File: src/core/clock_select_pkg.sv
// Shared constants, types and helpers of the system clock select and divide block
package clock_select_pkg;

   // ------------------------------------------------------------
   // Register port addresses
   // ------------------------------------------------------------
   localparam logic [7:0] ADDR_CLK_SELECT = 8'hBD;
   localparam logic [7:0] ADDR_OSC_TRIM = 8'hBF;
   localparam logic [7:0] ADDR_OSC_CONTROL = 8'hA9;

   // ------------------------------------------------------------
   // Field positions
   // ------------------------------------------------------------
   localparam int READY_BIT = 7;
   localparam int DIV_LSB = 4;
   localparam int DIV_W = 3;
   localparam int RSVD_BIT = 3;
   localparam int SRC_LSB = 0;
   localparam int SRC_W = 3;
   localparam int CTRL_EN_BIT = 7;
   localparam int CTRL_RDY_BIT = 6;
   localparam int CTRL_SPREAD_BIT = 3;
   localparam int CTRL_PDIV_LSB = 0;
   localparam int PDIV_W = 2;
   localparam int TRIM_W = 8;

   // ------------------------------------------------------------
   // Reset values and codes
   // ------------------------------------------------------------
   localparam logic [SRC_W-1:0] SRC_INTERNAL = 3'h0;
   localparam logic [SRC_W-1:0] SRC_EXTERNAL = 3'h1;
   localparam logic [SRC_W-1:0] SRC_RESET = 3'h0;
   localparam logic [DIV_W-1:0] DIV_RESET = 3'h0;
   localparam logic [PDIV_W-1:0] PDIV_RESET = 2'h0; // Code 00 divides by 8
   localparam logic OSC_EN_RESET = 1'b1;
   localparam logic SPREAD_RESET = 1'b0;
   localparam logic [TRIM_W-1:0] TRIM_RESET = 8'h80; // Stand-in for the factory trim

   // ------------------------------------------------------------
   // Timing counts
   // ------------------------------------------------------------
   localparam int MAX_DIV_CYCLES = 128;
   localparam int SS_UPDATE_CYCLES = 32;
   localparam int SS_TRIANGLE_CYCLES = 384;
   localparam int SS_STEPS = SS_TRIANGLE_CYCLES / SS_UPDATE_CYCLES;
   localparam logic [4:0] SS_CNT_LAST = 5'(SS_UPDATE_CYCLES - 1);
   localparam logic [3:0] SS_PHASE_LAST = 4'(SS_STEPS - 1);
   localparam int CORE_CLK_KHZ = 125000;
   localparam int OSC_NOM_KHZ = 24500;
   localparam int NCO_W = 16;
   localparam logic [15:0] OSC_BASE_INC = 16'((OSC_NOM_KHZ * 65536) / CORE_CLK_KHZ);
   localparam logic [15:0] TRIM_STEP_INC = 16'h0020;
   localparam logic [15:0] OSC_FAST_INC = 16'(int'(OSC_BASE_INC) + 128 * int'(TRIM_STEP_INC));

   // ------------------------------------------------------------
   // Types
   // ------------------------------------------------------------
   typedef enum logic [1:0] {
      SW_IDLE = 2'b01,
      SW_WAIT = 2'b10
   } sw_state_t;

   // ------------------------------------------------------------
   // Helpers
   // ------------------------------------------------------------
   // Terminal count of the system divider for a divide code
   function automatic logic [6:0] div_mask(input logic [2:0] code);
      div_mask = 7'h7F >> (3'h7 - code);
   endfunction : div_mask

   // Triangle level -3..+3 for a modulation phase 0..11
   function automatic logic signed [2:0] tri_level(input logic [3:0] phase);
      if (phase <= 4'h3) begin
         tri_level = 3'(phase);
      end else if (phase <= 4'h9) begin
         tri_level = 3'(4'h6 - phase);
      end else begin
         tri_level = 3'(phase - 4'hC);
      end
   endfunction : tri_level

endpackage : clock_select_pkg

File: src/core/sys_divider.sv
// Power-of-two system clock divider with glitch-free divide changes
`timescale 1ns/1ps
module sys_divider
   import clock_select_pkg::*;
(
   input wire logic core_clk, // Core clock
   input wire logic rst_n, // Synchronous reset, active low
   input wire logic ce, // Clock enable, freezes state when low
   input wire logic src_tick, // One undivided source cycle
   input wire logic [clock_select_pkg::DIV_W-1:0] div_code, // Requested divide code
   input wire logic div_load, // Divide setting written
   output logic sys_tick, // One divided system clock cycle
   output logic div_ready // Requested setting applied
);
   logic [6:0] cnt_ff, nxt_cnt;
   logic [6:0] mask_ff, nxt_mask;
   logic pend_ff, nxt_pend;
   logic tick_ff, nxt_tick;

   // Next state: new mask only at a period boundary, so no short pulse
   always_comb begin
      nxt_cnt = cnt_ff;
      nxt_mask = mask_ff;
      nxt_pend = pend_ff | div_load; // RULE_04
      nxt_tick = 1'b0;
      if (src_tick) begin
         if (cnt_ff >= mask_ff) begin
            nxt_cnt = 7'h00;
            nxt_tick = 1'b1; // RULE_02
            if (pend_ff) begin
               nxt_mask = div_mask(div_code); // RULE_05
               nxt_pend = div_load; // Write in the apply cycle stays pending
            end
         end else begin
            nxt_cnt = cnt_ff + 7'h01;
         end
      end
   end

   // Registers
   always_ff @(posedge core_clk) begin
      if (!rst_n) begin
         cnt_ff <= 7'h00;
         mask_ff <= div_mask(DIV_RESET);
         pend_ff <= 1'b0;
         tick_ff <= 1'b0;
      end else if (ce) begin
         cnt_ff <= nxt_cnt;
         mask_ff <= nxt_mask;
         pend_ff <= nxt_pend;
         tick_ff <= nxt_tick;
      end
   end

   assign sys_tick = tick_ff;
   assign div_ready = ~pend_ff;

   // ------------------------------------------------------------
   // Assertions
   // ------------------------------------------------------------
   count_in_range_a: assert property (@(posedge core_clk) disable iff (!rst_n) cnt_ff <= mask_ff) // RULE_02
      else $error("divider count beyond terminal count");
   mask_at_boundary_a: assert property (@(posedge core_clk) disable iff (!rst_n) // RULE_05
      $changed(mask_ff) |-> cnt_ff == 7'h00 && tick_ff && $past(pend_ff))
      else $error("divide changed away from a period boundary");

endmodule : sys_divider

File: src/core/int_osc_core.sv
// Internal oscillator model: trim, spread-spectrum modulation and post-divider
`timescale 1ns/1ps
module int_osc_core
   import clock_select_pkg::*;
(
   input wire logic core_clk, // Core clock
   input wire logic rst_n, // Synchronous reset, active low
   input wire logic ce, // Clock enable, freezes state when low
   input wire logic osc_en, // Oscillator running
   input wire logic spread_spectrum_enable, // Spread spectrum on
   input wire logic [clock_select_pkg::TRIM_W-1:0] trim, // Period trim, 0 fastest
   input wire logic [clock_select_pkg::PDIV_W-1:0] pdiv, // Post-divide code
   output logic osc_tick // One post-divided oscillator cycle
);
   logic [NCO_W-1:0] acc_ff, nxt_acc;
   logic [4:0] ss_cnt_ff, nxt_ss_cnt;
   logic [3:0] phase_ff, nxt_phase;
   logic [2:0] pcnt_ff, nxt_pcnt;
   logic tick_ff, nxt_tick;
   logic [15:0] base_inc, step_inc, offs, inc;
   logic signed [2:0] level;
   logic [1:0] mag;
   logic [NCO_W:0] sum;
   logic raw;

   // Increment: trim sets the period, the triangle nudges it in 0.24 % steps
   always_comb begin
      base_inc = OSC_FAST_INC - {3'h0, trim, 5'h00}; // RULE_12
      step_inc = (base_inc >> 9) + (base_inc >> 11); // RULE_11
      level = spread_spectrum_enable ? tri_level(phase_ff) : 3'sh0; // RULE_10
      mag = level[2] ? 2'(-level) : level[1:0];
      offs = 16'(step_inc * {14'h0000, mag});
      inc = level[2] ? base_inc - offs : base_inc + offs;
      sum = {1'b0, acc_ff} + {1'b0, inc};
      raw = osc_en & sum[NCO_W]; // RULE_14
   end

   // Next state of accumulator, modulation and post-divider
   always_comb begin
      nxt_acc = osc_en ? sum[NCO_W-1:0] : acc_ff;
      nxt_ss_cnt = ss_cnt_ff;
      nxt_phase = phase_ff;
      nxt_pcnt = pcnt_ff;
      nxt_tick = 1'b0;
      if (!spread_spectrum_enable) begin
         nxt_ss_cnt = 5'h00;
         nxt_phase = 4'h0;
      end else if (raw) begin
         nxt_ss_cnt = ss_cnt_ff + 5'h01;
         if (ss_cnt_ff == SS_CNT_LAST) begin
            nxt_ss_cnt = 5'h00; // RULE_11
            nxt_phase = (phase_ff == SS_PHASE_LAST) ? 4'h0 : phase_ff + 4'h1; // RULE_10
         end
      end
      if (raw) begin
         if (pcnt_ff >= (3'h7 >> pdiv)) begin
            nxt_pcnt = 3'h0;
            nxt_tick = 1'b1; // RULE_09
         end else begin
            nxt_pcnt = pcnt_ff + 3'h1;
         end
      end
   end

   // Registers
   always_ff @(posedge core_clk) begin
      if (!rst_n) begin
         acc_ff <= '0;
         ss_cnt_ff <= 5'h00;
         phase_ff <= 4'h0;
         pcnt_ff <= 3'h0;
         tick_ff <= 1'b0;
      end else if (ce) begin
         acc_ff <= nxt_acc;
         ss_cnt_ff <= nxt_ss_cnt;
         phase_ff <= nxt_phase;
         pcnt_ff <= nxt_pcnt;
         tick_ff <= nxt_tick;
      end
   end

   assign osc_tick = tick_ff;

   // ------------------------------------------------------------
   // Assertions
   // ------------------------------------------------------------
   ss_step_period_a: assert property (@(posedge core_clk) disable iff (!rst_n) // RULE_11
      $changed(phase_ff) && $past(spread_spectrum_enable) |-> $past(ss_cnt_ff) == SS_CNT_LAST && $past(raw))
      else $error("modulation step not after 32 oscillator cycles");
   ss_phase_range_a: assert property (@(posedge core_clk) disable iff (!rst_n) // RULE_10
      phase_ff <= SS_PHASE_LAST)
      else $error("modulation phase outside triangle");
   osc_off_quiet_a: assert property (@(posedge core_clk) disable iff (!rst_n) // RULE_14
      ce && !osc_en |=> !osc_tick)
      else $error("disabled oscillator still ticking");

endmodule : int_osc_core

File: src/core/system_clock_select_divide.sv
// System clock source select, divider and internal oscillator control registers
//
// Behaviour
// (RULE_01) Source field code 000 picks the internal oscillator, 001 the external one, others are reserved.
// (RULE_02) The selected source is divided by 1, 2, 4 ... 128 for divide codes 000 to 111.
// (RULE_03) A new divide value takes effect within 128 cycles of the undivided source.
// (RULE_04) Bit 7 of the clock select register reads 0 while a divide change is pending and 1 once applied.
// (RULE_05) A new divide value is applied only at a period boundary, the ready bit staying low until then.
// (RULE_06) Software sets divide by one before entering suspend.
// (RULE_07) The source may change while running and takes over after one period of the slower oscillator.
// (RULE_08) After reset the system runs from the internal oscillator.
// (RULE_09) The internal oscillator is post-divided by 1, 2, 4 or 8, defaulting to 8.
// (RULE_10) Spread spectrum modulates the oscillator with a stepped triangle of period 384 oscillator cycles.
// (RULE_11) Modulation steps every 32 oscillator cycles, about 0.25 % each, within plus or minus 0.75 %.
// (RULE_12) The trim register sets the oscillator period, all zeros fastest, all ones slowest.
// (RULE_13) Bit 3 of the clock select register reads zero and software writes zero there.
// (RULE_14) Bit 7 of the oscillator control register enables the internal oscillator and resets to one.
`timescale 1ns/1ps
module system_clock_select_divide
   import clock_select_pkg::*;
#(
   parameter logic [clock_select_pkg::TRIM_W-1:0] TRIM_INIT = clock_select_pkg::TRIM_RESET // Calibrated trim
)(
   input wire logic core_clk, // Core clock, 125 MHz
   input wire logic rst_n, // Synchronous reset, active low
   input wire logic ce, // Clock enable, freezes state when low
   input wire logic [7:0] sfr_addr, // Register address
   input wire logic sfr_wr, // Register write strobe
   input wire logic sfr_rd, // Register read strobe
   input wire logic [7:0] sfr_wdata, // Register write data
   output logic [7:0] sfr_rdata, // Register read data, one cycle after strobe
   input wire logic ext_osc_in, // External oscillator pin
   output logic sys_clk_en, // One system clock cycle
   output logic sys_src_ext // System running from external oscillator
);
   import clock_select_pkg::*;

   // ------------------------------------------------------------
   // Register file
   // ------------------------------------------------------------
   logic [DIV_W-1:0] div_code_ff, nxt_div_code;
   logic [SRC_W-1:0] src_code_ff, nxt_src_code;
   logic [TRIM_W-1:0] trim_ff, nxt_trim;
   logic osc_en_ff, nxt_osc_en;
   logic spread_en_ff, nxt_spread_en;
   logic [PDIV_W-1:0] pdiv_ff, nxt_pdiv;
   logic [7:0] rdata_ff, nxt_rdata;
   logic wr_sel, wr_trim, wr_ctrl;
   logic div_ready, div_tick;

   // Write decode, gated by clock enable so a frozen block takes no writes
   assign wr_sel = ce & sfr_wr & (sfr_addr == ADDR_CLK_SELECT);
   assign wr_trim = ce & sfr_wr & (sfr_addr == ADDR_OSC_TRIM);
   assign wr_ctrl = ce & sfr_wr & (sfr_addr == ADDR_OSC_CONTROL);

   // Next register values and read mux
   always_comb begin
      nxt_div_code = div_code_ff;
      nxt_src_code = src_code_ff;
      nxt_trim = trim_ff;
      nxt_osc_en = osc_en_ff;
      nxt_spread_en = spread_en_ff;
      nxt_pdiv = pdiv_ff;
      if (wr_sel) begin
         nxt_div_code = sfr_wdata[DIV_LSB +: DIV_W]; // RULE_02
         nxt_src_code = sfr_wdata[SRC_LSB +: SRC_W]; // RULE_01
      end
      if (wr_trim) begin
         nxt_trim = sfr_wdata; // RULE_12
      end
      if (wr_ctrl) begin
         nxt_osc_en = sfr_wdata[CTRL_EN_BIT]; // RULE_14
         nxt_spread_en = sfr_wdata[CTRL_SPREAD_BIT]; // RULE_10
         nxt_pdiv = sfr_wdata[CTRL_PDIV_LSB +: PDIV_W]; // RULE_09
      end
      nxt_rdata = rdata_ff;
      if (sfr_rd) begin
         nxt_rdata = 8'h00; // Unmapped addresses and reserved bits read zero
         case (sfr_addr)
            ADDR_CLK_SELECT: begin
               nxt_rdata[READY_BIT] = div_ready; // RULE_04
               nxt_rdata[DIV_LSB +: DIV_W] = div_code_ff;
               nxt_rdata[RSVD_BIT] = 1'b0; // RULE_13
               nxt_rdata[SRC_LSB +: SRC_W] = src_code_ff;
            end
            ADDR_OSC_TRIM: begin
               nxt_rdata = trim_ff;
            end
            ADDR_OSC_CONTROL: begin
               nxt_rdata[CTRL_EN_BIT] = osc_en_ff;
               nxt_rdata[CTRL_RDY_BIT] = osc_en_ff; // Model oscillator is ready once on
               nxt_rdata[CTRL_SPREAD_BIT] = spread_en_ff;
               nxt_rdata[CTRL_PDIV_LSB +: PDIV_W] = pdiv_ff;
            end
            default: begin
               nxt_rdata = 8'h00;
            end
         endcase
      end
   end

   // Register file flops
   always_ff @(posedge core_clk) begin
      if (!rst_n) begin
         div_code_ff <= DIV_RESET;
         src_code_ff <= SRC_RESET; // RULE_08
         trim_ff <= TRIM_INIT;
         osc_en_ff <= OSC_EN_RESET; // RULE_14
         spread_en_ff <= SPREAD_RESET;
         pdiv_ff <= PDIV_RESET; // RULE_09
         rdata_ff <= 8'h00;
      end else if (ce) begin
         div_code_ff <= nxt_div_code;
         src_code_ff <= nxt_src_code;
         trim_ff <= nxt_trim;
         osc_en_ff <= nxt_osc_en;
         spread_en_ff <= nxt_spread_en;
         pdiv_ff <= nxt_pdiv;
         rdata_ff <= nxt_rdata;
      end
   end

   assign sfr_rdata = rdata_ff;

   // ------------------------------------------------------------
   // External oscillator synchroniser and edge detect
   // ------------------------------------------------------------
   logic ext_s1_ff, ext_s2_ff, ext_s3_ff;
   logic ext_tick, int_tick;

   // Pin is asynchronous; only the second and third stages feed the edge detector
   always_ff @(posedge core_clk) begin
      if (!rst_n) begin
         ext_s1_ff <= 1'b0;
         ext_s2_ff <= 1'b0;
         ext_s3_ff <= 1'b0;
      end else if (ce) begin
         ext_s1_ff <= ext_osc_in;
         ext_s2_ff <= ext_s1_ff;
         ext_s3_ff <= ext_s2_ff;
      end
   end

   assign ext_tick = ext_s2_ff & ~ext_s3_ff;

   // ------------------------------------------------------------
   // Internal oscillator
   // ------------------------------------------------------------
   int_osc_core u_int_osc (
      .core_clk(core_clk),
      .rst_n(rst_n),
      .ce(ce),
      .osc_en(osc_en_ff),
      .spread_spectrum_enable(spread_en_ff),
      .trim(trim_ff),
      .pdiv(pdiv_ff),
      .osc_tick(int_tick)
   );

   // ------------------------------------------------------------
   // On-the-fly source switch
   // ------------------------------------------------------------
   sw_state_t sw_state_ff, nxt_sw_state;
   logic active_ext_ff, nxt_active_ext;
   logic seen_old_ff, nxt_seen_old;
   logic seen_new_ff, nxt_seen_new;
   logic want_ext, want_valid, src_tick, old_tick, new_tick;

   // Reserved source codes leave the running source in place
   assign want_valid = (src_code_ff == SRC_INTERNAL) || (src_code_ff == SRC_EXTERNAL); // RULE_01
   assign want_ext = (src_code_ff == SRC_EXTERNAL);
   assign old_tick = active_ext_ff ? ext_tick : int_tick;
   assign new_tick = active_ext_ff ? int_tick : ext_tick;
   assign src_tick = old_tick;

   // Switch waits for a full cycle of both sources, which covers the slower one
   always_comb begin
      nxt_sw_state = sw_state_ff;
      nxt_active_ext = active_ext_ff;
      nxt_seen_old = seen_old_ff;
      nxt_seen_new = seen_new_ff;
      case (sw_state_ff)
         SW_IDLE: begin
            nxt_seen_old = 1'b0;
            nxt_seen_new = 1'b0;
            if (want_valid && (want_ext != active_ext_ff)) begin
               nxt_sw_state = SW_WAIT;
            end
         end
         SW_WAIT: begin
            nxt_seen_old = seen_old_ff | old_tick;
            nxt_seen_new = seen_new_ff | new_tick;
            if (!want_valid || (want_ext == active_ext_ff)) begin
               nxt_sw_state = SW_IDLE;
            end else if (seen_old_ff && seen_new_ff) begin
               nxt_active_ext = want_ext; // RULE_07
               nxt_sw_state = SW_IDLE;
            end
         end
         default: begin
            nxt_sw_state = SW_IDLE;
         end
      endcase
   end

   // Switch flops
   always_ff @(posedge core_clk) begin
      if (!rst_n) begin
         sw_state_ff <= SW_IDLE;
         active_ext_ff <= 1'b0; // RULE_08
         seen_old_ff <= 1'b0;
         seen_new_ff <= 1'b0;
      end else if (ce) begin
         sw_state_ff <= nxt_sw_state;
         active_ext_ff <= nxt_active_ext;
         seen_old_ff <= nxt_seen_old;
         seen_new_ff <= nxt_seen_new;
      end
   end

   assign sys_src_ext = active_ext_ff;

   // ------------------------------------------------------------
   // System divider
   // ------------------------------------------------------------
   sys_divider u_divider (
      .core_clk(core_clk),
      .rst_n(rst_n),
      .ce(ce),
      .src_tick(src_tick),
      .div_code(div_code_ff),
      .div_load(wr_sel),
      .sys_tick(div_tick),
      .div_ready(div_ready)
   );

   assign sys_clk_en = div_tick;

   // ------------------------------------------------------------
   // Assertions
   // ------------------------------------------------------------
   logic [7:0] pend_ticks_ff;

   // Source cycles seen since the last divide write while still pending
   always_ff @(posedge core_clk) begin
      if (!rst_n) begin
         pend_ticks_ff <= 8'h00;
      end else if (ce) begin
         if (wr_sel || div_ready) begin
            pend_ticks_ff <= 8'h00;
         end else if (src_tick && pend_ticks_ff != 8'hFF) begin
            pend_ticks_ff <= pend_ticks_ff + 8'h01;
         end
      end
   end

   div_apply_bound_a: assert property (@(posedge core_clk) disable iff (!rst_n) // RULE_03
      pend_ticks_ff <= 8'(MAX_DIV_CYCLES))
      else $error("divide change took more than 128 source cycles");
   ready_low_write_a: assert property (@(posedge core_clk) disable iff (!rst_n) // RULE_04
      wr_sel |=> !div_ready)
      else $error("ready flag high right after divide write");
   rsvd_bit_zero_a: assert property (@(posedge core_clk) disable iff (!rst_n) // RULE_13
      ce && sfr_rd && sfr_addr == ADDR_CLK_SELECT |=> sfr_rdata[RSVD_BIT] == 1'b0
         && sfr_rdata[READY_BIT] == $past(div_ready))
      else $error("clock select read back wrong");
   reset_state_a: assert property (@(posedge core_clk) disable iff (!rst_n) // RULE_08
      $rose(rst_n) |-> !sys_src_ext && osc_en_ff && pdiv_ff == PDIV_RESET && div_code_ff == DIV_RESET)
      else $error("wrong state after reset");
   switch_after_both_a: assert property (@(posedge core_clk) disable iff (!rst_n) // RULE_07
      $changed(active_ext_ff) |-> $past(seen_old_ff) && $past(seen_new_ff) && active_ext_ff == $past(want_ext))
      else $error("source switched before both oscillators cycled");
   reserved_src_hold_a: assert property (@(posedge core_clk) disable iff (!rst_n) // RULE_01
      !want_valid && ce |=> $stable(active_ext_ff))
      else $error("reserved source code changed the source");
   // Write and read are split so that any spacing between them is covered
   trim_write_a: assert property (@(posedge core_clk) disable iff (!rst_n) // RULE_12
      wr_trim |=> trim_ff == $past(sfr_wdata))
      else $error("trim register did not take written value");
   trim_readback_a: assert property (@(posedge core_clk) disable iff (!rst_n) // RULE_12
      ce && sfr_rd && sfr_addr == ADDR_OSC_TRIM |=> sfr_rdata == $past(trim_ff))
      else $error("trim register read back wrong");
   osc_en_write_a: assert property (@(posedge core_clk) disable iff (!rst_n) // RULE_14
      wr_ctrl |=> osc_en_ff == $past(sfr_wdata[CTRL_EN_BIT]))
      else $error("oscillator enable not taken from write");

   // Field readback and apply timing
   ready_at_tick_a: assert property (@(posedge core_clk) disable iff (!rst_n) // RULE_05
      $rose(div_ready) |-> div_tick)
      else $error("divide applied away from a system clock edge");
   sel_readback_a: assert property (@(posedge core_clk) disable iff (!rst_n) // RULE_02
      ce && sfr_rd && sfr_addr == ADDR_CLK_SELECT |=> sfr_rdata[DIV_LSB +: DIV_W] == $past(div_code_ff)
         && sfr_rdata[SRC_LSB +: SRC_W] == $past(src_code_ff))
      else $error("clock select fields read back wrong");
   pdiv_readback_a: assert property (@(posedge core_clk) disable iff (!rst_n) // RULE_09
      ce && sfr_rd && sfr_addr == ADDR_OSC_CONTROL |=> sfr_rdata[CTRL_PDIV_LSB +: PDIV_W] == $past(pdiv_ff))
      else $error("post-divide field read back wrong");

   // Main scenarios: both switch directions, divide apply, write at apply, frozen write
   switch_ext_c: cover property (@(posedge core_clk) disable iff (!rst_n) $rose(active_ext_ff));
   switch_int_c: cover property (@(posedge core_clk) disable iff (!rst_n) $fell(active_ext_ff));
   div_applied_c: cover property (@(posedge core_clk) disable iff (!rst_n) !div_ready ##1 div_ready);
   write_at_apply_c: cover property (@(posedge core_clk) disable iff (!rst_n) wr_sel && div_tick);
   ce_freeze_c: cover property (@(posedge core_clk) disable iff (!rst_n) !ce && sfr_wr);

endmodule : system_clock_select_divide

File: config.mk
export PLATFORM = sky130hd
export DESIGN_NAME = system_clock_select_divide
export DESIGN_NICKNAME = d
export VERILOG_FILES = /design/src/core/clock_select_pkg.sv /design/src/core/sys_divider.sv /design/src/core/int_osc_core.sv /design/src/core/system_clock_select_divide.sv
export SDC_FILE = /design/constraint.sdc
export NUM_CORES = 1
export LEC_CHECK = 0
export BUFFER_PORTS_ARGS = -buffer_cell sky130_fd_sc_hd__buf_2
export CAP_MARGIN = 30
export CORE_MARGIN = 3
export CORE_UTILIZATION = 35
export CTS_BUF_LIST = sky130_fd_sc_hd__clkbuf_4 sky130_fd_sc_hd__clkbuf_8
export DETAILED_ROUTE_END_ITERATION = 8
export PLACE_DENSITY = 0.56
export SLEW_MARGIN = 20
export SYNTH_ARGS = -nofsm -noshare
export SYNTH_HDL_FRONTEND = slang
export SYNTH_SLANG_ARGS = --single-unit
export TNS_END_PERCENT = 20
File: constraint.sdc
create_clock -name core_clk -period 9.03 [get_ports core_clk]
set_input_delay 1.806 -clock core_clk [delete_from_list [all_inputs] [get_ports core_clk]]
set_output_delay 1.806 -clock core_clk [all_outputs]
set_load 0.02 [all_outputs]
==> results of run 1 <==
-- worst max path at each step --
| stage | startpoint | endpoint | depth (start not counted) |
|---|---|---|---|
| floorplan | trim_ff[1]$_SDFFE_PN0P_ | u_int_osc.phase_ff[2]$_SDFFE_PN0P_ | 34 |
| global placement | trim_ff[1]$_SDFFE_PN0P_ | u_int_osc.phase_ff[2]$_SDFFE_PN0P_ | 32 |
| detailed placement | trim_ff[1]$_SDFFE_PN0P_ | u_int_osc.phase_ff[2]$_SDFFE_PN0P_ | 32 |
| CTS | trim_ff[1]$_SDFFE_PN0P_ | u_int_osc.phase_ff[2]$_SDFFE_PN0P_ | 32 |
| global route | trim_ff[1]$_SDFFE_PN0P_ | u_int_osc.phase_ff[2]$_SDFFE_PN0P_ | 32 |
| finish | trim_ff[1]$_SDFFE_PN0P_ | u_int_osc.phase_ff[2]$_SDFFE_PN0P_ | 32 |
-- final cells by class --
type / instances / area, µm²
fill: 1686 / 9690
multi-input combinational: 586 / 3930
sequential: 79 / 1580
tap: 216 / 270
timing repair buffer: 34 / 173
clock buffer: 10 / 138
inverter: 36 / 135
clock inverter: 6 / 75.1
-- worst min-delay path, stage by stage, from the launching register on --
cell and delay [ps]:
dfxtp_1 330, nand2_1 50, a21oi_1 50
-- power by group --
group	total (W)	switching [W]	internal, W
combinational	0.0000736	0.0000452	0.0000284
sequential	0.000361	0.00000496	0.000356
clock	0.000296	0.000156	0.000140
total	0.000730	0.000206	0.000524
-- Yosys cell counts (all sizes together) (5+ instances only) --
library cell	instances
nand2	71
nor2b	8
or3	9
clkbuf	27
dfxtp	79
inv	36
xor2	20
nor3	20
nor2	73
a21o	20
buf	6
and2	7
nand3	19
a21oi	68
or2	5
mux2i	28
nand4	9
ha	59
a211oi	8
nand2b	11
o21ai	41
xnor2	23
a221oi	7
and3	11
-- state kept, by name, indices dropped and copies added (netlist names), 4 cells and up --
register,count
u_divider.mask_ff,7
u_int_osc.ss_cnt_ff,5
trim_ff,8
u_divider.cnt_ff,7
u_int_osc.acc_ff,16
sfr_rdata,8
u_int_osc.phase_ff,4
-- per-layer routing --
layer  vias up  GRT usage (%)  routed length (µm)
met5         -              0                   0
met4         0           7.47                 430
met3        30           3.06                 537
met2       111           26.0                6550
met1      2418           20.9                6740
li1       2655              -                   -
-- cells by family after synthesis --
logic type,Yosys count,share of synthesized area (%)
AND/OR/NAND/NOR,259,21.4
AO/OA/AOI/OAI,194,21.7
flip-flops,79,27.4
buffers and inverters,69,4.59
adder cells (fa/ha/maj),61,13.5
XOR/XNOR,43,6.65
multiplexers,28,4.85
other,1,0.0649
-- per-stage QoR --
stage / cell area [µm²] / instances / power [W]
after floorplan: 5780 / 734 / 0.000422
after global placement: 6080 / 949 / 0.000441
after detailed placement: 6080 / 949 / 0.000442
after CTS: 6300 / 965 / 0.000740
after global routing: 6310 / 967 / 0.000764
final: 6310 / 967 / 0.000730
==> impl_results.md, run 1 <==
- Crit Path Category: reg -> reg
- Setup TNS: 0 ps
- H-tree Lvls: 3
- Synth area leader: dfxtp_1
- Final setup vio count: 0
- DIE AREA: between 0.015 and 0.02 mm²
- Post-synth top flop: dfxtp_1
- Setup slack after layout: ~1000 ps
- Postcts setup bufs: 0
- Clock transition at path regs: roughly 90 ps
- Total CTS buffers: 9
- Core ar.: around 0.016 mm²
- I/O Pins: 32
- Worst Setup End Kind: register
- # diodes: 0
- Netlist cell types: 66
- Seq/Total Area, Yosys: 27.4%
- Layout cells sized above 1: 7.86%
- Post-DP HPWL: 10.7 mm
- Global route overflow: 0
- Max Root-Sink Buffers: 2
- Vias in the first global route: about 5100
- Worst Reg-to-Reg Cells: 32
- Pre-antenna DRT Iters: 6
- RR Startpoint: trim_ff[1]$_SDFFE_PN0P_
- Dpl ws: approximately 1100 ps
- Endpoint of the worst register-to-register path: u_int_osc.phase_ff[2]$_SDFFE_PN0P_
- Nets: a little over 800
- Top cell type's share of synthesized area: 27.4%
- Post-cts sizing count: 0
- Area Growth Syn to Fin: 9.09%
- I/O Buffers: 31
- Die Y-Extent: 135 µm
- Synth Instances: about 730
- Launch point of the worst hold path: u_int_osc.acc_ff[3]$_SDFFE_PN0P_
- Worst hold slack: 465 ps
- Worst-Skew Late Latency: a little under 400 ps
- Worst Path Arrival: approximately 8300 ps
- Avg Vias per Cell: about 5.4
- P_leak: ~2.7 nW
- Crit start category: register
- Buffer and inverter count on the worst path: 1
- Ys Warns: 0
- Post-Syn Nets: a little over 800
- Worst Hold End: u_int_osc.acc_ff[3]$_SDFFE_PN0P_
- R2r setup slk: 1030 ps
- Unrepaired setup endpoints after global routing: no
- Post-Syn Area per Cell: 7.88 µm²
- Crit path top cell by count: nor2_1
- # hold bufs at CTS: 0
- Routed len/inst: 14.7 µm
- Die width: ~130 µm
- CTS Root Cell: clkbuf_8
- Worst-Margin Slew: ~770 ps
- Gp weighted congestion: about 0.94
- Commonest non-fill, non-tap cell in the layout: dfxtp_1
- First-pass GRT wire length: 23.9 mm
- CP max FO: 10
- Cell Area, Synth: ~0.0058 mm²
- CTS sink count: about 80
- Slew HR: 48.3%
- Async SR Flop Fraction: 0%
- Routed wire length: approximately 14 mm
- Via count: ~5200
- Max-Cap Viols: 0
- 1st-iter DRT viols: 223
- Status: complete, no violations
- Std-Cell Rows: between 40 and 50
- Pwr per Cell Area: 116 mW/mm²
- Top Family by Delay on Critical Path: compound AO/OA/AOI/OAI gates
- Number of routed nets with antenna violations: 0
- Critical path's slowest cell: or3_1
- Seq cells post-synth: 79
- CP max stage delay: between 400 and 500 ps
- Period utilization: about nine tenths
- Hold WC Path Type: reg -> reg
- DRC: 0
- Final setup skew: approximately 14 ps
- Req. time, crit path: 9280 ps
- Util after Layout: ~39%
- Max-slew violations: 0
- Top post-synthesis cells by area: dfxtp_1, ha_1, a21oi_1, mux2i_1, nor2_1
- Number of synthesized flops with an enable pin: 0
- Most frequent cells in the layout: dfxtp_1, nor2_1, nand2_1
- Initial antenna violation count: 0
- IR drop worst, VDD: 0.104 mV
- Tot GR Track Use: around 16%
- Pin count of the biggest net entering global routing: 57
- Fin. Hold Viols: 0
- Crit path time final: 8000 ps
- CTS tree: done
- Worst hold path cell count: 2
- Starting density of the core: between 30 and 40%
- Achievable Freq: about 130 MHz
No activity file was read; power rests on OpenSTA's default activity.
==> inputs of run 2 (changes only) <==
- SKIP_CTS_REPAIR_TIMING: default -> 1
- SYNTH_HIERARCHICAL: default -> 1
==> run 2 against run 1 <==
  * Maximum frequency increased by 13%
  * Die area grew 2.7%
  * Cell area increased by 3.0%
  * Worst hold slack got worse by 3.5 ps
  * Worst setup slack improved by 910 ps
  * Largest cell class unchanged
  * First-iteration DRC count grew 58%
  * Final cell count increased by 1.3%
  * Routed wire length down 2.6%
  * Sequential power barely moved
  * Clock skew is essentially flat
  * Largest power group unchanged
  * Sequential share of layout area shrank 0.74 points
  * Total power down 0.99%
==> impl_results.md, run 2 <==
- Status: complete, no violations
- Crit Path Category: reg -> reg
- Logic pwr share: between 10% and 20%
- Placed cell areas: roughly 0.0063 mm²
- Synth area leader: dfxtp_1
- Clock transition at path regs: approximately 80 ps
- Period utilization: 78.5%
- Max-slew violations: 0
- Unrepaired setup endpoints after global routing: no
- DRC: 0
- CP max stage delay: ~560 ps
- Max Root-Sink Buffers: 2
- Achievable Freq: approximately 140 MHz
- Setup slack after layout: just under 2000 ps
- CTS tree: done
- Post-synth top flop: dfxtp_1
- Max reg flops: 16
- Post-DP HPWL: 10.4 mm
- Sequential Power Share: 49.7%
- Die width: 136 µm
- Buffer and inverter count on the worst path: 2
- # diodes: 0
- Max-Cap Viols: 0
- Synth Instances: 735
- Nets: roughly 840
- IR drop worst, VDD: 0.0930 mV
- Avg Vias per Cell: between 5 and 6
- Number of routed nets with antenna violations: 0
- Fin. Hold Viols: 0
- Seq cells post-synth: 79
- Global route overflow: 0
- Area Growth Syn to Fin: 9.35%
- Final cell area excluding filler cells: 0.00650 mm²
- Layout cells sized above 1: 10.4%
- Die Y-Extent: about 140 µm
- Req. time, crit path: around 9300 ps
- Clock network power share: approximately two fifths
- Most common cell in the synthesized netlist: dfxtp_1
- Pin count of the biggest net entering global routing: between 50 and 60
- CP max FO: 10
- Dpl ws: 2000 ps
- Worst hold path cell count: 2
- Gp weighted congestion: 0.816
- Routed len/inst: roughly 14 µm
- Crit path depth: 33
- Ys Warns: 6
- Largest Register: u_int_osc/acc_ff
- I/O Pins: 32
- Total CTS buffers: 9
- Final setup vio count: 0
- H-tree Lvls: 3
- Setup TNS: 0 ps
- Switching Share: between 20% and 30%
- Worst Setup End Kind: register
- Most frequent cells in the layout: dfxtp_1, nand2_1, nor2_1
- Via count: approximately 5100
- P_leak: ~2.7 nW
- Top Family by Delay on Critical Path: compound AO/OA/AOI/OAI gates
- CTS sink count: 79
- Crit start category: register
- CTS Root Cell: clkbuf_8
- Vias in the first global route: between 4000 and 5000
- Netlist cell types: 80
- Top cell type's share of synthesized area: around a quarter
- 1st-iter DRT viols: ~350
- DIE AREA: around 0.019 mm²
- Pre-antenna DRT Iters: 5
- Pwr per Cell Area: around 110 mW/mm²
- Worst Path Arrival: roughly 7400 ps
- Crit path time final: 7090 ps
- Sw Pwr: just under 0.0002 W
- Synth cell count leaders: dfxtp_1, nand2_1, nor2_1
- Fillcell total: around 1800
- Async SR Flop Fraction: 0%
- Post-Syn Area per Cell: 8.08 µm²
- Worst-Skew Late Latency: 380 ps
- Worst hold slack: 461 ps
- Worst Reg-to-Reg Cells: 33
- Initial antenna violation count: 0
- Number of synthesized flops with an enable pin: 0
- I/O Buffers: 31
- Starting density of the core: between 30% and 40%
- Std-Cell Rows: 47
- Seq/Total Area, Yosys: a little over a quarter
- Commonest non-fill, non-tap cell in the layout: dfxtp_1
- Routed wire length: ~14 mm
- Slew HR: between 40% and 50%
- Cell Area, Synth: ~0.0059 mm²
- Cell Int Power: roughly 0.00053 W
- Tot GR Track Use: 16.0%
- Hold WC Path Type: reg -> reg
- Critical path's slowest cell: dfxtp_1
- Final setup skew: 14.3 ps
- Top post-synthesis cells by area: dfxtp_1, ha_1, a21oi_1, nand2_1, mux2i_1
- First-pass GRT wire length: 24.1 mm
- Worst-Margin Slew: between 700 and 800 ps
- Post-Syn Nets: slightly above 800
- Core ar.: approximately 0.017 mm²
[run 2: layout make-up]
type	instances	area [µm²]	share of cell area [%]
Sequential cell	79	1580	24.3
Clock inverter	5	65.1	1.00
Multi-Input combinational cell	590	4100	63.1
Inverter	41	154	2.37
Timing Repair Buffer	34	178	2.73
Clock buffer	11	145	2.23
Tap cell	220	275	4.24
[run 2: worst paths after layout]
path / startpoint / end / slack (ps)
setup / recovery: trim_ff[1]$_SDFFE_PN0P_ / u_int_osc/ss_cnt_ff[0]$_SDFFE_PN0P_ / 1940
hold / removal: u_int_osc/acc_ff[3]$_SDFFE_PN0P_ / u_int_osc/acc_ff[3]$_SDFFE_PN0P_ / 460
setup reg to reg: trim_ff[1]$_SDFFE_PN0P_ / u_int_osc/ss_cnt_ff[0]$_SDFFE_PN0P_ / 1940
hold reg to reg: u_int_osc/acc_ff[3]$_SDFFE_PN0P_ / u_int_osc/acc_ff[3]$_SDFFE_PN0P_ / 460
[run 2: through the flow]
step	power [W]	utilization, %	instances
after floorplan	0.000424	-	735
after global placement	0.000446	37.9	964
after detailed placement	0.000446	37.9	964
after CTS	0.000733	39.2	980
after global routing	0.000757	39.2	980
final	0.000723	39.2	980
[run 2: power by group through the flow]
stage | clock network, W | logic, W | registers (W)
floorplan | 0 | 0.0000580 | 0.000366
global placement | 0 | 0.0000784 | 0.000368
detailed placement | 0 | 0.0000786 | 0.000367
CTS | 0.000295 | 0.0000789 | 0.000359
global route | 0.000308 | 0.0000893 | 0.000360
finish | 0.000285 | 0.0000785 | 0.000359
[run 2: routing by layer]
metal / up-vias / GRT usage, % / share of wire, %
met2: 76 / 24.2 / 42
met1: 2333 / 23.1 / 53
met5: - / 0 / 0
li1: 2692 / - / -
met4: 0 / 3.53 / 0.94
met3: 6 / 3.44 / 3.4
[run 2: cell families (layout without fill, tap and decap cells)]
logic type / count (synthesis) / after routing / synth area share (%)
other: 1 / 1 / 0.0631
flip-flops: 79 / 79 / 26.6
XOR/XNOR: 45 / 45 / 6.89
AO/OA/AOI/OAI: 186 / 186 / 20.8
multiplexers: 28 / 28 / 4.74
adder cells (fa/ha/maj): 62 / 62 / 13.3
AND/OR/NAND/NOR: 268 / 268 / 23.2
buffers and inverters: 66 / 91 / 4.40
[run 2: worst reg2reg max path: cells and delay by family (launching register included)]
| family | cells | cell delay (ps) |
|---|---|---|
| AO/OA/AOI/OAI | 12 | 2310 |
| XOR/XNOR | 5 | 1120 |
| adder cells (fa/ha/maj) | 5 | 1590 |
| buffers and inverters | 2 | 180 |
| flip-flops | 1 | 560 |
| AND/OR/NAND/NOR | 9 | 1260 |
==> inputs of run 3 (changes only) <==
- clock period: 9.03 -> 6.7 ns (I/O delays scaled with it)
==> run 3 against run 2 <==
  * Via count grew 3.1%
  * Clock power grew 34%
  * Global-route usage grew 0.31 points
  * Routed wire length grew 5.4%
  * Non-clock buffer count grew 20
  * Maximum frequency grew 11%
  * Worst hold slack gained 5.6 ps
  * Clock skew shrank 4.8 ps
  * Clock-buffer cell count shrank 2
==> impl_results.md, run 3 (synthesis gave the netlist of run 2 again) <==
- Layout cells sized above 1: between 15 and 20%
- Max-slew violations: 0
- Tot GR Track Use: about 16%
- Max-Cap Viols: 0
- Pre-antenna DRT Iters: 5
- CTS Root Cell: clkbuf_8
- Nets: about 860
- Routed wire length: 14.6 mm
- Die width: about 140 µm
- Via count: between 5000 and 6000
- Slew HR: between 40% and 50%
- CTS tree: done
- Die Y-Extent: between 100 and 150 µm
- Worst Path Arrival: roughly 6600 ps
- Std-Cell Rows: 47
- Vias in the first global route: between 4000 and 5000
- Worst hold path cell count: 2
- Worst Setup End Kind: register
- Period utilization: ~95%
- Starting density of the core: around 36%
- Post-DP HPWL: about 11 mm
- Global route overflow: 0
- Fin. Hold Viols: 0
- DRC: 0
- Initial antenna violation count: 0
- Worst hold slack: 467 ps
- # diodes: 0
- Dpl ws: -3.32 ps
- Total CTS buffers: 9
- Setup slack after layout: approximately 310 ps
- Number of routed nets with antenna violations: 0
- CP max FO: 7
- Pwr per Cell Area: roughly 140 mW/mm²
- I/O Pins: 32
- CTS sink count: between 70 and 80
- Gp weighted congestion: between 0.8 and 0.9
- Crit start category: register
- Crit path time final: 6390 ps
- Achievable Freq: approximately 160 MHz
- I/O Buffers: 31
- Max reg flops: 16
- Largest Register: u_int_osc/acc_ff
- Core ar.: about 0.017 mm²
- H-tree Lvls: 3
- Area Growth Syn to Fin: 15.2%
- DIE AREA: 0.0186 mm²
- P_leak: roughly 2.8 nW
- CP max stage delay: ~440 ps
- Critical path's slowest cell: or3_4
- Fillcell total: 1744
- Util after Layout: about two fifths
- Pin count of the biggest net entering global routing: 57
- Clock transition at path regs: approximately 90 ps
- Hold WC Path Type: reg -> reg
- Final setup vio count: 0
- Most frequent cells in the layout: nand2_1, dfxtp_1, nor2_1
- Status: complete, no violations
- Req. time, crit path: just under 7000 ps
- Worst Reg-to-Reg Cells: 30
- Max Root-Sink Buffers: 2
- IR drop worst, VDD: 0.137 mV
- First-pass GRT wire length: 24.5 mm
- Final setup skew: about 9.5 ps
- Worst-Margin Slew: 848 ps
- Crit Path Category: reg -> reg
- 1st-iter DRT viols: 263
- Routed len/inst: roughly 15 µm
- Worst-Skew Late Latency: about 380 ps
- Avg Vias per Cell: about 5.3
-- run 3: changes by cell type in the layout (fill, tap and decap cells not counted), sizes merged --
cell / before / now
buf: 34 / 54
clkinvlp: 0 / 1
clkbuf: 11 / 9
clkinv: 3 / 2
inv: 42 / 44
-- run 3: critical path: cells and delay by family, from the launching register on --
family	cells	cell delay [ps]
buf+inv	2	230
xor+xnor	3	460
simple gates	8	1410
flops	1	380
compound gates	12	2280
fa+ha+maj	5	1480
-- run 3: path summary, 6_finish.rpt --
kind / from / end / slack, ps
setup reg to reg: trim_ff[1]$_SDFFE_PN0P_ / u_int_osc/pcnt_ff[2]$_SDFFE_PN0P_ / 310
setup / recovery: trim_ff[1]$_SDFFE_PN0P_ / u_int_osc/pcnt_ff[2]$_SDFFE_PN0P_ / 310
hold reg to reg: u_divider/mask_ff[3]$_SDFFE_PN0P_ / u_divider/mask_ff[3]$_SDFFE_PN0P_ / 470
hold / removal: u_divider/mask_ff[3]$_SDFFE_PN0P_ / u_divider/mask_ff[3]$_SDFFE_PN0P_ / 470
-- run 3: routing by layer --
metal / track usage [%] / vias up / part of all wire (%)
met2: 26.1 / 86 / 46
li1: - / 2730 / -
met1: 22.3 / 2442 / 49
met4: 3.92 / 0 / 0.98
met3: 3.40 / 8 / 3.9
met5: 0 / - / 0
-- run 3: layout make-up --
type / instances / area (µm²) / share of cell area, %
Multi-Input combinational cell: 590 / 4290 / 62.7
Timing Repair Buffer: 54 / 332 / 4.84
Clock inverter: 7 / 80.1 / 1.17
Inverter: 41 / 154 / 2.25
Tap cell: 220 / 275 / 4.02
Clock buffer: 9 / 124 / 1.81
Sequential cell: 79 / 1590 / 23.2
-- run 3: per-stage QoR --
stage	power [W]	cell area (µm²)	setup TNS [ps]	cells
2_1_floorplan	0.000572	5940	0	735
3_3_place_gp	0.000602	6380	0	977
3_5_place_dp	0.000602	6380	-3.32	977
4_1_cts	0.000989	6590	-95.5	993
5_1_grt	0.00102	6840	-579	1000
6_report	0.000976	6840	0	1000
-- run 3: where the power goes --
group	total [W]	switching, W	internal (W)
sequential	0.000484	0.00000608	0.000478
clock	0.000382	0.000205	0.000177
combinational	0.000110	0.0000679	0.0000419
total	0.000976	0.000279	0.000697
